[config.mk]
export PLATFORM = sky130hd
export DESIGN_NAME = uvb_top
export DESIGN_NICKNAME = d
export VERILOG_FILES = /design/src/uvb_pkg.sv /design/src/uvb_top.sv /design/src/uvb_pwm.sv
export VERILOG_INCLUDE_DIRS = /design/src
export SDC_FILE = /design/constraint.sdc
export NUM_CORES = 1
export LEC_CHECK = 0
export BUFFER_PORTS_ARGS = -buffer_cell sky130_fd_sc_hd__buf_2
export CORE_UTILIZATION = 35
export CTS_CLUSTER_DIAMETER = 30
export DETAILED_ROUTE_END_ITERATION = 10
export GPL_TIMING_DRIVEN = 0
export PLACE_DENSITY = 0.62
export REMOVE_ABC_BUFFERS = 1
export SYNTH_ARGS = -nofsm -noshare
export SYNTH_HDL_FRONTEND = slang
export SYNTH_SLANG_ARGS = --single-unit
export TNS_END_PERCENT = 30
[constraint.sdc]
create_clock -name aclk -period 3.08 [get_ports aclk]
set_input_delay 0.154 -clock aclk [delete_from_list [all_inputs] [get_ports aclk]]
set_output_delay 0.154 -clock aclk [all_outputs]
set_load 0.01 [all_outputs]
[src/uvb_cfg.svh]
// Register map, field positions and reset values of the line and VBUS boost control block.
`ifndef UVB_CFG_SVH
`define UVB_CFG_SVH

`define UVB_OFS_BUS_CONTROL 8'h00
`define UVB_OFS_DUAL_ROLE 8'h04
`define UVB_OFS_POWER 8'h08
`define UVB_OFS_RATE 8'h0C
`define UVB_OFS_PWM_CONTROL 8'h10
`define UVB_OFS_STATUS 8'h14

`define UVB_BIT_ENGINE_EN 0
`define UVB_BIT_HOST_EN 3
`define UVB_BIT_DISCHARGE 0
`define UVB_BIT_TARGET_SEL 1
`define UVB_BIT_DUAL_EN 2
`define UVB_BIT_VBUS_GEN 3
`define UVB_BIT_DM_PD 4
`define UVB_BIT_DP_PD 5
`define UVB_BIT_DP_PU 7
`define UVB_BIT_POWER 0
`define UVB_BIT_CNT_EN 8
`define UVB_BIT_POL 9
`define UVB_BIT_PWM_EN 15
`define UVB_RATE_PERIOD_MSB 7
`define UVB_RATE_PERIOD_LSB 0
`define UVB_RATE_DUTY_MSB 15
`define UVB_RATE_DUTY_LSB 8

`define UVB_STS_DP_PU 0
`define UVB_STS_DP_PD 1
`define UVB_STS_DM_PD 2
`define UVB_STS_PWM 3
`define UVB_STS_ABOVE 4
`define UVB_STS_OVERCURRENT 5
`define UVB_STS_HOST 6

`define UVB_MASK_BUS_CONTROL 32'h0000_0009
`define UVB_MASK_DUAL_ROLE 32'h0000_00BF
`define UVB_MASK_POWER 32'h0000_0001
`define UVB_MASK_RATE 32'h0000_FFFF
`define UVB_MASK_PWM_CONTROL 32'h0000_8300
`define UVB_RST_REG 32'h0000_0000

`define UVB_RESP_OKAY 2'h0
`define UVB_RESP_SLVERR 2'h2

`endif

[src/uvb_pkg.sv]
// Types shared by the line and VBUS boost control block.
package uvb_pkg;

	typedef struct packed
	{
		logic dplus_pullup;
		logic dplus_pulldown;
		logic dminus_pulldown;
	} uvb_line_t;

	typedef struct packed
	{
		logic vbus_above_target;
		logic overcurrent;
	} uvb_cmp_t;

	typedef struct packed
	{
		logic pwm_out;
		logic target_select;
		logic discharge;
		logic gen_enable;
	} uvb_boost_t;

	typedef struct packed
	{
		logic [31:0] bus_control;
		logic [31:0] dual_role;
		logic [31:0] power;
		logic [31:0] rate;
		logic [31:0] pwm_control;
	} uvb_regs_t;

endpackage

[src/uvb_top.sv]
// Line termination and VBUS boost control with an AXI4-Lite register slave.
//
// The register addresses and the AXI4-Lite interface to the registers were left to the implementer.
`timescale 1ns/1ps
`include "uvb_cfg.svh"
module uvb_top
#(
	parameter int ADDR_W = 8,
	parameter int PWM_W = 8
)
(
	// Clock and reset
	input wire logic aclk,
	input wire logic aresetn,
	// AXI4-Lite write address
	input wire logic [ADDR_W-1:0] s_axi_awaddr,
	input wire logic [2:0] s_axi_awprot,
	input wire logic s_axi_awvalid,
	output logic s_axi_awready,
	// AXI4-Lite write data
	input wire logic [31:0] s_axi_wdata,
	input wire logic [3:0] s_axi_wstrb,
	input wire logic s_axi_wvalid,
	output logic s_axi_wready,
	// AXI4-Lite write response
	output logic [1:0] s_axi_bresp,
	output logic s_axi_bvalid,
	input wire logic s_axi_bready,
	// AXI4-Lite read address
	input wire logic [ADDR_W-1:0] s_axi_araddr,
	input wire logic [2:0] s_axi_arprot,
	input wire logic s_axi_arvalid,
	output logic s_axi_arready,
	// AXI4-Lite read data
	output logic [31:0] s_axi_rdata,
	output logic [1:0] s_axi_rresp,
	output logic s_axi_rvalid,
	input wire logic s_axi_rready,
	// Analog comparators on the generated VBUS
	input wire uvb_pkg::uvb_cmp_t vbus_cmp,
	// Line terminations, also the external transceiver controls
	output uvb_pkg::uvb_line_t line_ctrl,
	// Boost supply controls
	output uvb_pkg::uvb_boost_t boost,
	// Module power state
	output logic bus_power_on
);

	typedef struct packed
	{
		uvb_pkg::uvb_regs_t regs;
		uvb_pkg::uvb_line_t line;
		logic target_select;
		logic discharge;
		logic gen_enable;
		logic power_on;
		logic awready;
		logic wready;
		logic aw_full;
		logic w_full;
		logic [ADDR_W-1:0] awaddr;
		logic [31:0] wdata;
		logic [3:0] wstrb;
		logic bvalid;
		logic [1:0] bresp;
		logic arready;
		logic rvalid;
		logic [31:0] rdata;
		logic [1:0] rresp;
	} uvb_state_t;

	uvb_state_t s;
	uvb_state_t next_s;
	logic pwm_q;
	logic pwm_gate;

	////////////////////////////////////////////////////////////////////////////////////////////

	// Byte-lane merge; reserved bits stay zero through the mask.
	function automatic logic [31:0] merge_word(input logic [31:0] old, input logic [31:0] data,
		input logic [3:0] strb, input logic [31:0] mask);
		logic [31:0] w;
		w = old;
		for (int i = 0; i < 4; i++)
		begin
			if (strb[i])
				w[8*i +: 8] = data[8*i +: 8];
		end
		return w & mask;
	endfunction

	function automatic logic is_mapped(input logic [ADDR_W-1:0] a);
		logic [7:0] o;
		o = 8'(a);
		return (o == `UVB_OFS_BUS_CONTROL) || (o == `UVB_OFS_DUAL_ROLE) ||
			(o == `UVB_OFS_POWER) || (o == `UVB_OFS_RATE) ||
			(o == `UVB_OFS_PWM_CONTROL) || (o == `UVB_OFS_STATUS);
	endfunction

	// Status word: live terminations, boost pin, comparators and role.
	function automatic logic [31:0] status_word(input uvb_state_t st, input logic pwm,
		input uvb_pkg::uvb_cmp_t cmp);
		logic [31:0] w;
		w = 32'h0000_0000;
		w[`UVB_STS_DP_PU] = st.line.dplus_pullup;
		w[`UVB_STS_DP_PD] = st.line.dplus_pulldown;
		w[`UVB_STS_DM_PD] = st.line.dminus_pulldown;
		w[`UVB_STS_PWM] = pwm;
		w[`UVB_STS_ABOVE] = cmp.vbus_above_target;
		w[`UVB_STS_OVERCURRENT] = cmp.overcurrent;
		// The role bit reports the host enable bit of the bus control word.
		w[`UVB_STS_HOST] = st.regs.bus_control[`UVB_BIT_HOST_EN];
		return w;
	endfunction

	////////////////////////////////////////////////////////////////////////////////////////////

	always_comb
	begin
		logic [7:0] wofs;
		logic [7:0] rofs;
		uvb_pkg::uvb_regs_t r;
		next_s = s;
		wofs = 8'(s.awaddr);
		rofs = 8'(s_axi_araddr);
		r = s.regs;

		// Address and data are taken in either order and held until both are in.
		if (s_axi_awvalid && s.awready)
		begin
			next_s.aw_full = 1'b1;
			next_s.awaddr = s_axi_awaddr;
		end
		if (s_axi_wvalid && s.wready)
		begin
			next_s.w_full = 1'b1;
			next_s.wdata = s_axi_wdata;
			next_s.wstrb = s_axi_wstrb;
		end
		if (s.bvalid && s_axi_bready)
			next_s.bvalid = 1'b0;

		if (s.aw_full && s.w_full && !s.bvalid)
		begin
			next_s.aw_full = 1'b0;
			next_s.w_full = 1'b0;
			next_s.bvalid = 1'b1;
			next_s.bresp = is_mapped(s.awaddr) ? `UVB_RESP_OKAY : `UVB_RESP_SLVERR;
			// The status word is read-only; writes to it are answered and dropped.
			unique case (wofs)
				`UVB_OFS_BUS_CONTROL:
					next_s.regs.bus_control = merge_word(s.regs.bus_control, s.wdata,
						s.wstrb, `UVB_MASK_BUS_CONTROL);
				`UVB_OFS_DUAL_ROLE:
					next_s.regs.dual_role = merge_word(s.regs.dual_role, s.wdata,
						s.wstrb, `UVB_MASK_DUAL_ROLE);
				`UVB_OFS_POWER:
					next_s.regs.power = merge_word(s.regs.power, s.wdata,
						s.wstrb, `UVB_MASK_POWER);
				`UVB_OFS_RATE:
					next_s.regs.rate = merge_word(s.regs.rate, s.wdata,
						s.wstrb, `UVB_MASK_RATE);
				`UVB_OFS_PWM_CONTROL:
					next_s.regs.pwm_control = merge_word(s.regs.pwm_control, s.wdata,
						s.wstrb, `UVB_MASK_PWM_CONTROL);
				default:
					next_s.regs = next_s.regs;
			endcase
		end

		// Reads answer one cycle after the address is taken.
		if (s.rvalid && s_axi_rready)
			next_s.rvalid = 1'b0;
		if (s_axi_arvalid && s.arready)
		begin
			next_s.rvalid = 1'b1;
			next_s.rresp = is_mapped(s_axi_araddr) ? `UVB_RESP_OKAY : `UVB_RESP_SLVERR;
			unique case (rofs)
				`UVB_OFS_BUS_CONTROL: next_s.rdata = s.regs.bus_control;
				`UVB_OFS_DUAL_ROLE: next_s.rdata = s.regs.dual_role;
				`UVB_OFS_POWER: next_s.rdata = s.regs.power;
				`UVB_OFS_RATE: next_s.rdata = s.regs.rate;
				`UVB_OFS_PWM_CONTROL: next_s.rdata = s.regs.pwm_control;
				`UVB_OFS_STATUS: next_s.rdata = status_word(s, pwm_q, vbus_cmp);
				default: next_s.rdata = 32'h0000_0000;
			endcase
		end

		next_s.awready = !next_s.aw_full && !next_s.bvalid;
		next_s.wready = !next_s.w_full && !next_s.bvalid;
		next_s.arready = !next_s.rvalid;

		// Terminations follow the registers as they stand after this cycle's write.
		r = next_s.regs;
		if (r.dual_role[`UVB_BIT_DUAL_EN])
		begin
			next_s.line.dplus_pullup = r.dual_role[`UVB_BIT_DP_PU];
			next_s.line.dplus_pulldown = r.dual_role[`UVB_BIT_DP_PD];
			next_s.line.dminus_pulldown = r.dual_role[`UVB_BIT_DM_PD];
		end
		else
		begin
			// Host role owns the line, so the device pull-up gives way to the pull-downs.
			next_s.line.dplus_pullup = r.bus_control[`UVB_BIT_ENGINE_EN] &&
				!r.bus_control[`UVB_BIT_HOST_EN];
			next_s.line.dplus_pulldown = r.bus_control[`UVB_BIT_HOST_EN];
			next_s.line.dminus_pulldown = r.bus_control[`UVB_BIT_HOST_EN];
		end
		next_s.target_select = r.dual_role[`UVB_BIT_TARGET_SEL];
		next_s.discharge = r.dual_role[`UVB_BIT_DISCHARGE];
		next_s.gen_enable = r.dual_role[`UVB_BIT_VBUS_GEN];
		next_s.power_on = r.power[`UVB_BIT_POWER];
	end

	always_ff @(posedge aclk)
	begin
		if (!aresetn)
		begin
			s <= '0;
			s.regs <= {5{`UVB_RST_REG}};
		end
		else
		begin
			s <= next_s;
		end
	end

	////////////////////////////////////////////////////////////////////////////////////////////

	// Pulses stop while the output is above target or the current limit trips.
	assign pwm_gate = s.regs.pwm_control[`UVB_BIT_PWM_EN] && s.gen_enable &&
		!vbus_cmp.vbus_above_target && !vbus_cmp.overcurrent;

	uvb_pwm #(
		.WIDTH(PWM_W)
	) u_pwm (
		.aclk(aclk),
		.aresetn(aresetn),
		.counter_enable(s.regs.pwm_control[`UVB_BIT_CNT_EN]),
		.period(PWM_W'(s.regs.rate[`UVB_RATE_PERIOD_MSB:`UVB_RATE_PERIOD_LSB])),
		.duty(PWM_W'(s.regs.rate[`UVB_RATE_DUTY_MSB:`UVB_RATE_DUTY_LSB])),
		.polarity(s.regs.pwm_control[`UVB_BIT_POL]),
		.gate(pwm_gate),
		.pwm_out(pwm_q)
	);

	////////////////////////////////////////////////////////////////////////////////////////////

	assign s_axi_awready = s.awready;
	assign s_axi_wready = s.wready;
	assign s_axi_bvalid = s.bvalid;
	assign s_axi_bresp = s.bresp;
	assign s_axi_arready = s.arready;
	assign s_axi_rvalid = s.rvalid;
	assign s_axi_rdata = s.rdata;
	assign s_axi_rresp = s.rresp;
	assign line_ctrl = s.line;
	assign boost.pwm_out = pwm_q;
	assign boost.target_select = s.target_select;
	assign boost.discharge = s.discharge;
	assign boost.gen_enable = s.gen_enable;
	assign bus_power_on = s.power_on;

endmodule

[src/uvb_pwm.sv]
// Boost PWM generator with a period, a duty, a polarity and a run gate.
`timescale 1ns/1ps
module uvb_pwm
#(
	parameter int WIDTH = 8
)
(
	// Clock and reset
	input wire logic aclk,
	input wire logic aresetn,
	// Settings
	input wire logic counter_enable,
	input wire logic [WIDTH-1:0] period,
	input wire logic [WIDTH-1:0] duty,
	input wire logic polarity,
	input wire logic gate,
	// Output
	output logic pwm_out
);

	typedef struct packed
	{
		logic [WIDTH-1:0] count;
		logic out;
	} uvb_pwm_state_t;

	uvb_pwm_state_t s;
	uvb_pwm_state_t next_s;

	always_comb
	begin
		next_s = s;
		// A stopped counter freezes so the waveform resumes without a glitch.
		if (counter_enable)
		begin
			if (s.count >= period)
				next_s.count = '0;
			else
				next_s.count = s.count + 1'b1;
		end
		// Gated off, the pin rests at its inactive level, which the polarity sets.
		if (gate)
			next_s.out = (s.count < duty) ^ polarity;
		else
			next_s.out = polarity;
	end

	always_ff @(posedge aclk)
	begin
		if (!aresetn)
			s <= '0;
		else
			s <= next_s;
	end

	assign pwm_out = s.out;

endmodule

Yosys cells after proc, flatten, opt, wreduce, memory -nomap -nowiden
Cells that the tools add are included.
{ "totals": {"wordCells": 103, "output_inout_bits": 49, "inputBits": 67, "regBits": 113} }
{ "op_classes": {"eq_ne": 10, "magnitude_cmp": 2, "addsub": 1, "muxes": 25, "bitwise": 1, "n_reduce_logical": 37} }
{ "ops": {"columns": ["cell", "count"], "rows": [
  ["$mux W132", 1],
  ["$pmux W16 S6", 1],
  ["$mux W8", 6],
  ["$mux W35", 1],
  ["$eq A8 B4 Y1 const B", 4],
  ["$eq A8 B5 Y1 const B", 4],
  ["$mux W16", 2],
  ["$eq A8 B3 Y1 const B", 2],
  ["$logic_not A8 Y1", 2],
  ["$logic_and A1 B1 Y1", 13],
  ["$reduce_and A3 Y1", 4],
  ["$logic_or A1 B1 Y1", 10],
  ["$add A8 B1 Y8 const B", 1],
  ["$ge A8 B8 Y1", 1],
  ["$logic_not A1 Y1", 8],
  ["$lt A8 B8 Y1", 1],
  ["$mux W4", 2],
  ["$mux W1", 7],
  ["$mux W2", 3],
  ["$mux W3", 2],
  ["$xor A1 B1 Y1", 1]
]} }

Longest topological paths before layout
{ "logic_depth": {"ltp_word": 10, "mapped_depth": 6, "mapped_depth_nobuf": 6} }

Modules after synthesis
From an unflattened synthesis, not the netlist that was laid out.
{ "hier_totals": {"hier_cells": 508, "hier_area_um2": 4508.1} }
{ "by_module_without_submodules": {"columns": ["module", "area_per_inst_um2", "cells_per_inst", "instances"], "rows": [
  ["uvb_top", 3723.6, 417, 1],
  ["uvb_pwm", 784.5, 91, 1]
]} }

Worst setup path after synthesis
No wires, ideal clock.
{ "synth_path": {"path_kind": "flip-flop to flip-flop", "start": "register s[76] (netlist bit)", "end": "register s, in the netlist line_ctrl[0]", "path_stages_with_launch": 6, "path_slack_ns": 1.421, "required_ns": 2.949, "setup_ns": 0.131, "arrival_time_ns": 1.528, "path_buffers": 1, "cell_sequence": "dfxtp_1 nor4_4 and4b_4 buf_12 mux2i_1 a211oi_1"} }
{ "synth_between": {"elab_chain_cells": 4, "word_cells_on_any_way": 6, "cone_classes": "eq/ne (1); mux (4); reduce/logical (1)"} }
{ "synth_lines": {"columns": ["element", "line_no", "rtl"], "rows": [
  ["start: declaration", "uvb_top.sv:72", "uvb_state_t s;"],
  ["start signal: assignment", "uvb_top.sv:224", "s <= next_s;"],
  ["$eq A8 B3 Y1 / $logic_not A8 Y1 (equally long branches)", null, null],
  ["$mux W8 / $mux W4 (equally long branches)", "uvb_top.sv:150", "unique case (wofs)"],
  ["$mux W132 *", "uvb_top.sv:143", "if (s.aw_full && s.w_full && !s.bvalid)"],
  ["$mux W3 *", "uvb_top.sv:195", "if (r.dual_role[`UVB_BIT_DUAL_EN])"]
]} }
Every way passes the cells marked *; elsewhere a longest branch is shown, timed or not. The select of a mux whose other input is x is not followed.
A chain may end at the register's enable or synchronous reset.

Worst setup path in the final report
{ "layout_path": {"start": "register s[76] (netlist bit)", "end": "register s, in the netlist line_ctrl[2]"} }
{ "layout_between": {"elab_chain_cells": 6, "word_cells_on_any_way": 8, "cone_classes": "eq/ne (1); mux (4); reduce/logical (3)"} }
{ "layout_lines": {"columns": ["element", "line_no", "rtl"], "rows": [
  ["$logic_not A8 Y1", null, null],
  ["$mux W4", "uvb_top.sv:150", null],
  ["$mux W132 *", "uvb_top.sv:143", null],
  ["$logic_not A1 Y1", "uvb_top.sv:205", "!r.bus_control[`UVB_BIT_HOST_EN];"],
  ["$logic_and A1 B1 Y1", "uvb_top.sv:204", "next_s.line.dplus_pullup = r.bus_control[`UVB_BIT_ENGINE_EN] &&"],
  ["$mux W3 *", "uvb_top.sv:195", null]
]} }
Marks and branches as above.

==> flow_metrics.env <==
export IMPL_insertedDiodeCount=0
export IMPL_critical_path_cell_chain="nor4_4 > and4b_4 > mux2_2 > o22ai_1"
export IMPL_critical_path_fanout_max=11
export IMPL_seq_area_frac_synth_pct=41.09
export IMPL_timing_final_max_slew_violations=0
export IMPL_grt_max_degree=62
export IMPL_worst_slew_margin_rel_pct=42.71
export IMPL_worst_ir_drop_vdd_uv=274.8
export IMPL_achievable_freq_mhz=502.7
export IMPL_crit_slowest_cell="sky130_fd_sc_hd__nor4_4"
export IMPL_cts_hold_buf=0
export IMPL_fin_skew_ps=9.056
export IMPL_post_cts_repair_timing_setup_buffer_count=0
export IMPL_gp_congestion=0.8783
export IMPL_stdcell_count=716
export IMPL_fp_dieArea_sq_um=13260
export IMPL_number_of_flip_flops_and_latches_in_the_synthesized_netlist=92
export IMPL_chipHeight_um=115.2
export IMPL_tns_ps=0
export IMPL_drc=0
export IMPL_timing_hold_ws_ps=42.52
export IMPL_cts_made_buffers=9
export IMPL_p_leak_nw=2.103
export IMPL_syn_area_per_cell_sq_um=8.822
export IMPL_totalWireLength_um=9853
export IMPL_worstPathBufferInverterCount=0
export IMPL_io_buffers=73
export IMPL_grt_total_usage_pct=15.86
export IMPL_worst_slew_pin_slew_ps=852.8
export IMPL_dp_final_hpwl_um=7469
export IMPL_tritoncts_clock_tree="done"
export IMPL_cts_repair_resize_count=0
export IMPL_count_of_mapped_cells_out_of_synthesis=508
export IMPL_grt_setup_unrepaired="no"
export IMPL_critPathKind="register to register"
export IMPL_final_antenna_violating_net_count=0
export IMPL_number_of_enable_type_register_cells_in_the_synthesized_netlist=0
export IMPL_crit_family="simple AND/OR/NAND/NOR gates"
export IMPL_clk_pin_slew_worst_paths_ps=60
export IMPL_detailroute_via_count=3457
export IMPL_final_min_period_over_clock_period_pct=64.59
export IMPL_synth_async_reset_ratio_pct=0
export IMPL_finalNetCount=626
export IMPL_antenna_found_initial=0
export IMPL_detailedRoute_firstIterationViolations=141
export IMPL_postPlaceCellArea_sq_um=4711
export IMPL_drt_pass1_iter_count=4
export IMPL_core_sq_um=12260
export IMPL_timing_critical_path_required_ps=3340
export IMPL_most_frequent_cells_in_the_layout="sky130_fd_sc_hd__dfxtp_1 (92), sky130_fd_sc_hd__nand2_1 (79), sky130_fd_sc_hd__buf_2 (73)"
export IMPL_cts_max_path_buffers=2
export IMPL_drt_wirelength_per_cell_um=13.76
export IMPL_overflow=0
export IMPL_dominantRegCellSynth="sky130_fd_sc_hd__dfxtp_1"
export IMPL_area_growth_synth_to_final_pct=12.42
export IMPL_design_area_sq_um=5039
export IMPL_cts_num_sinks=92
export IMPL_power_per_cell_area_nw_per_um2=512.9
export IMPL_synthesis_yosys_warnings=0
export IMPL_synth_cell_types=54
export IMPL_finalSetupViolations=0
export IMPL_synthesis_area_sq_um=4482
export IMPL_maxCapViolCount=0
export IMPL_grt_pass1_wl_um=16250
export IMPL_layout_cells_most_common="sky130_fd_sc_hd__dfxtp_1"
export IMPL_final_layout_size_suffix_gt1_share_pct=19.89
export IMPL_dp_cells=700
export IMPL_dieWidth_um=115.2
export IMPL_timing_critical_path_from_type="register"
export IMPL_via_count_normalized_by_instance_count=4.828
export IMPL_initial_utilization_pct=36.55
export IMPL_clockRootBuffer="sky130_fd_sc_hd__clkbuf_16"
export IMPL_number_of_endpoints_with_negative_hold_slack_in_the_final_report=0
export IMPL_first_global_vias=3261
export IMPL_cp_slowest_stage_delay_ps=520
export IMPL_worst_ep_arrival_time_ps=2250
export IMPL_ioPinCount=116
export IMPL_holdCritPathClass="input pin to register"
export IMPL_worst_setup_path_end_kind="register"
export IMPL_cts_htree_levels=3
export IMPL_total_power_mw=2.584
export IMPL_outcome="complete, no violations"
export IMPL_clk_latency_ps=350
export IMPL_floorplan_rows=40
export IMPL_finalWorstPathRequiredPeriod_ps=1989
cell usage after synthesis, types with 2 or more instances:
cell | instances | area share, %
sky130_fd_sc_hd__nor3b_1 | 3 | 0.50
sky130_fd_sc_hd__dfxtp_1 | 92 | 41
sky130_fd_sc_hd__nor2b_1 | 4 | 0.56
sky130_fd_sc_hd__nor2_1 | 51 | 4.3
sky130_fd_sc_hd__xor2_1 | 3 | 0.59
sky130_fd_sc_hd__o22ai_1 | 2 | 0.28
sky130_fd_sc_hd__o21ai_0 | 4 | 0.45
sky130_fd_sc_hd__mux2i_1 | 35 | 7.8
sky130_fd_sc_hd__a21o_1 | 2 | 0.33
sky130_fd_sc_hd__clkbuf_1 | 18 | 1.5
sky130_fd_sc_hd__and2_1 | 4 | 0.56
sky130_fd_sc_hd__nand4_2 | 2 | 0.56
sky130_fd_sc_hd__nand2b_1 | 7 | 0.98
sky130_fd_sc_hd__mux2_2 | 5 | 1.3
sky130_fd_sc_hd__nand4_1 | 4 | 0.56
sky130_fd_sc_hd__o211ai_1 | 2 | 0.33
sky130_fd_sc_hd__or2b_1 | 2 | 0.33
sky130_fd_sc_hd__xnor2_1 | 4 | 0.78
sky130_fd_sc_hd__nor3_1 | 5 | 0.56
sky130_fd_sc_hd__and4b_2 | 2 | 0.50
sky130_fd_sc_hd__a211oi_1 | 12 | 2.0
sky130_fd_sc_hd__a22oi_1 | 6 | 1.0
sky130_fd_sc_hd__inv_1 | 18 | 1.5
sky130_fd_sc_hd__a21oi_1 | 38 | 4.2
sky130_fd_sc_hd__nand3_1 | 8 | 0.89
sky130_fd_sc_hd__a22o_1 | 3 | 0.59
sky130_fd_sc_hd__and3b_1 | 4 | 0.78
sky130_fd_sc_hd__and3_1 | 2 | 0.28
sky130_fd_sc_hd__buf_4 | 45 | 7.5
sky130_fd_sc_hd__a222oi_1 | 4 | 0.89
sky130_fd_sc_hd__nand2_1 | 79 | 6.6
sky130_fd_sc_hd__ha_1 | 16 | 4.5
tightest hold or removal path: stages:
cell,delay [ps]
sky130_fd_sc_hd__buf_2,90
sky130_fd_sc_hd__nand2_1,40
sky130_fd_sc_hd__a21oi_1,50
through the flow:
stage | worst slack [ps] | utilization (%)
2_1_floorplan | 1045 | -
3_3_place_gp | -250.8 | 38.18
3_5_place_dp | 1118 | 38.42
4_1_cts | 1106 | 41.09
5_1_grt | 929.1 | 41.09
6_report | 1091 | 41.09
flip-flops by register name (all words and copies together) (netlist names):
signal,flops
bus_power_on,1
line_ctrl,3
s,56
s_axi_arready,1
s_axi_awready,1
s_axi_bresp,1
s_axi_bvalid,1
s_axi_rdata,16
s_axi_rresp,1
s_axi_rvalid,1
s_axi_wready,1
u_pwm.pwm_out,1
u_pwm.s,8
final timing paths:
| kind | slack, ps | from | depth (start not counted) | endpoint |
|---|---|---|---|---|
| worst min register to register | 450 | s_axi_rdata[0] | 2 | s_axi_rdata[0] |
| worst max register to register | 1090 | s[76] | 4 | line_ctrl[2] |
| worst max-delay path | 1090 | s[76] | 4 | line_ctrl[2] |
| worst min-delay path | 40 | s_axi_awaddr[5] | 3 | s[80] |
per-layer routing:
layer	global-route usage (%)	share of wire [%]	up-vias
li1	-	-	1739
met2	25.22	44	99
met5	0	0	-
met1	21.21	48	1611
met4	4.156	1.0	0
met3	4.323	6.4	8
area by class of cell:
| cell class | count | area, sq um |
|---|---|---|
| Fill cell | 1229 | 7223 |
| Multi-Input combinational cell | 347 | 2193 |
| Sequential cell | 92 | 1842 |
| Timing Repair Buffer | 74 | 392.9 |
| Clock buffer | 11 | 242.7 |
| Tap cell | 168 | 210.2 |
| Clock inverter | 5 | 85.08 |
| Inverter | 19 | 72.57 |
power breakdown:
group,internal (mW),switching [mW],leakage (nW)
Sequential,1.21,0.0207,0.745
Combinational,0.0565,0.0976,1.20
Clock,0.736,0.460,0.156
Total,2.01,0.578,2.10
cell families after synthesis:
| kind of cell | count (synthesis) | share of synthesized area (%) |
|---|---|---|
| other | 1 | 0.08367 |
| AND/OR/NAND/NOR | 186 | 20.63 |
| buffers and inverters | 86 | 11.39 |
| adder cells (fa/ha/maj) | 16 | 4.467 |
| multiplexers | 41 | 9.576 |
| XOR/XNOR | 7 | 1.368 |
| flip-flops | 92 | 41.09 |
| AO/OA/AOI/OAI | 79 | 11.39 |
No activity file was read; power rests on OpenSTA's default activity.
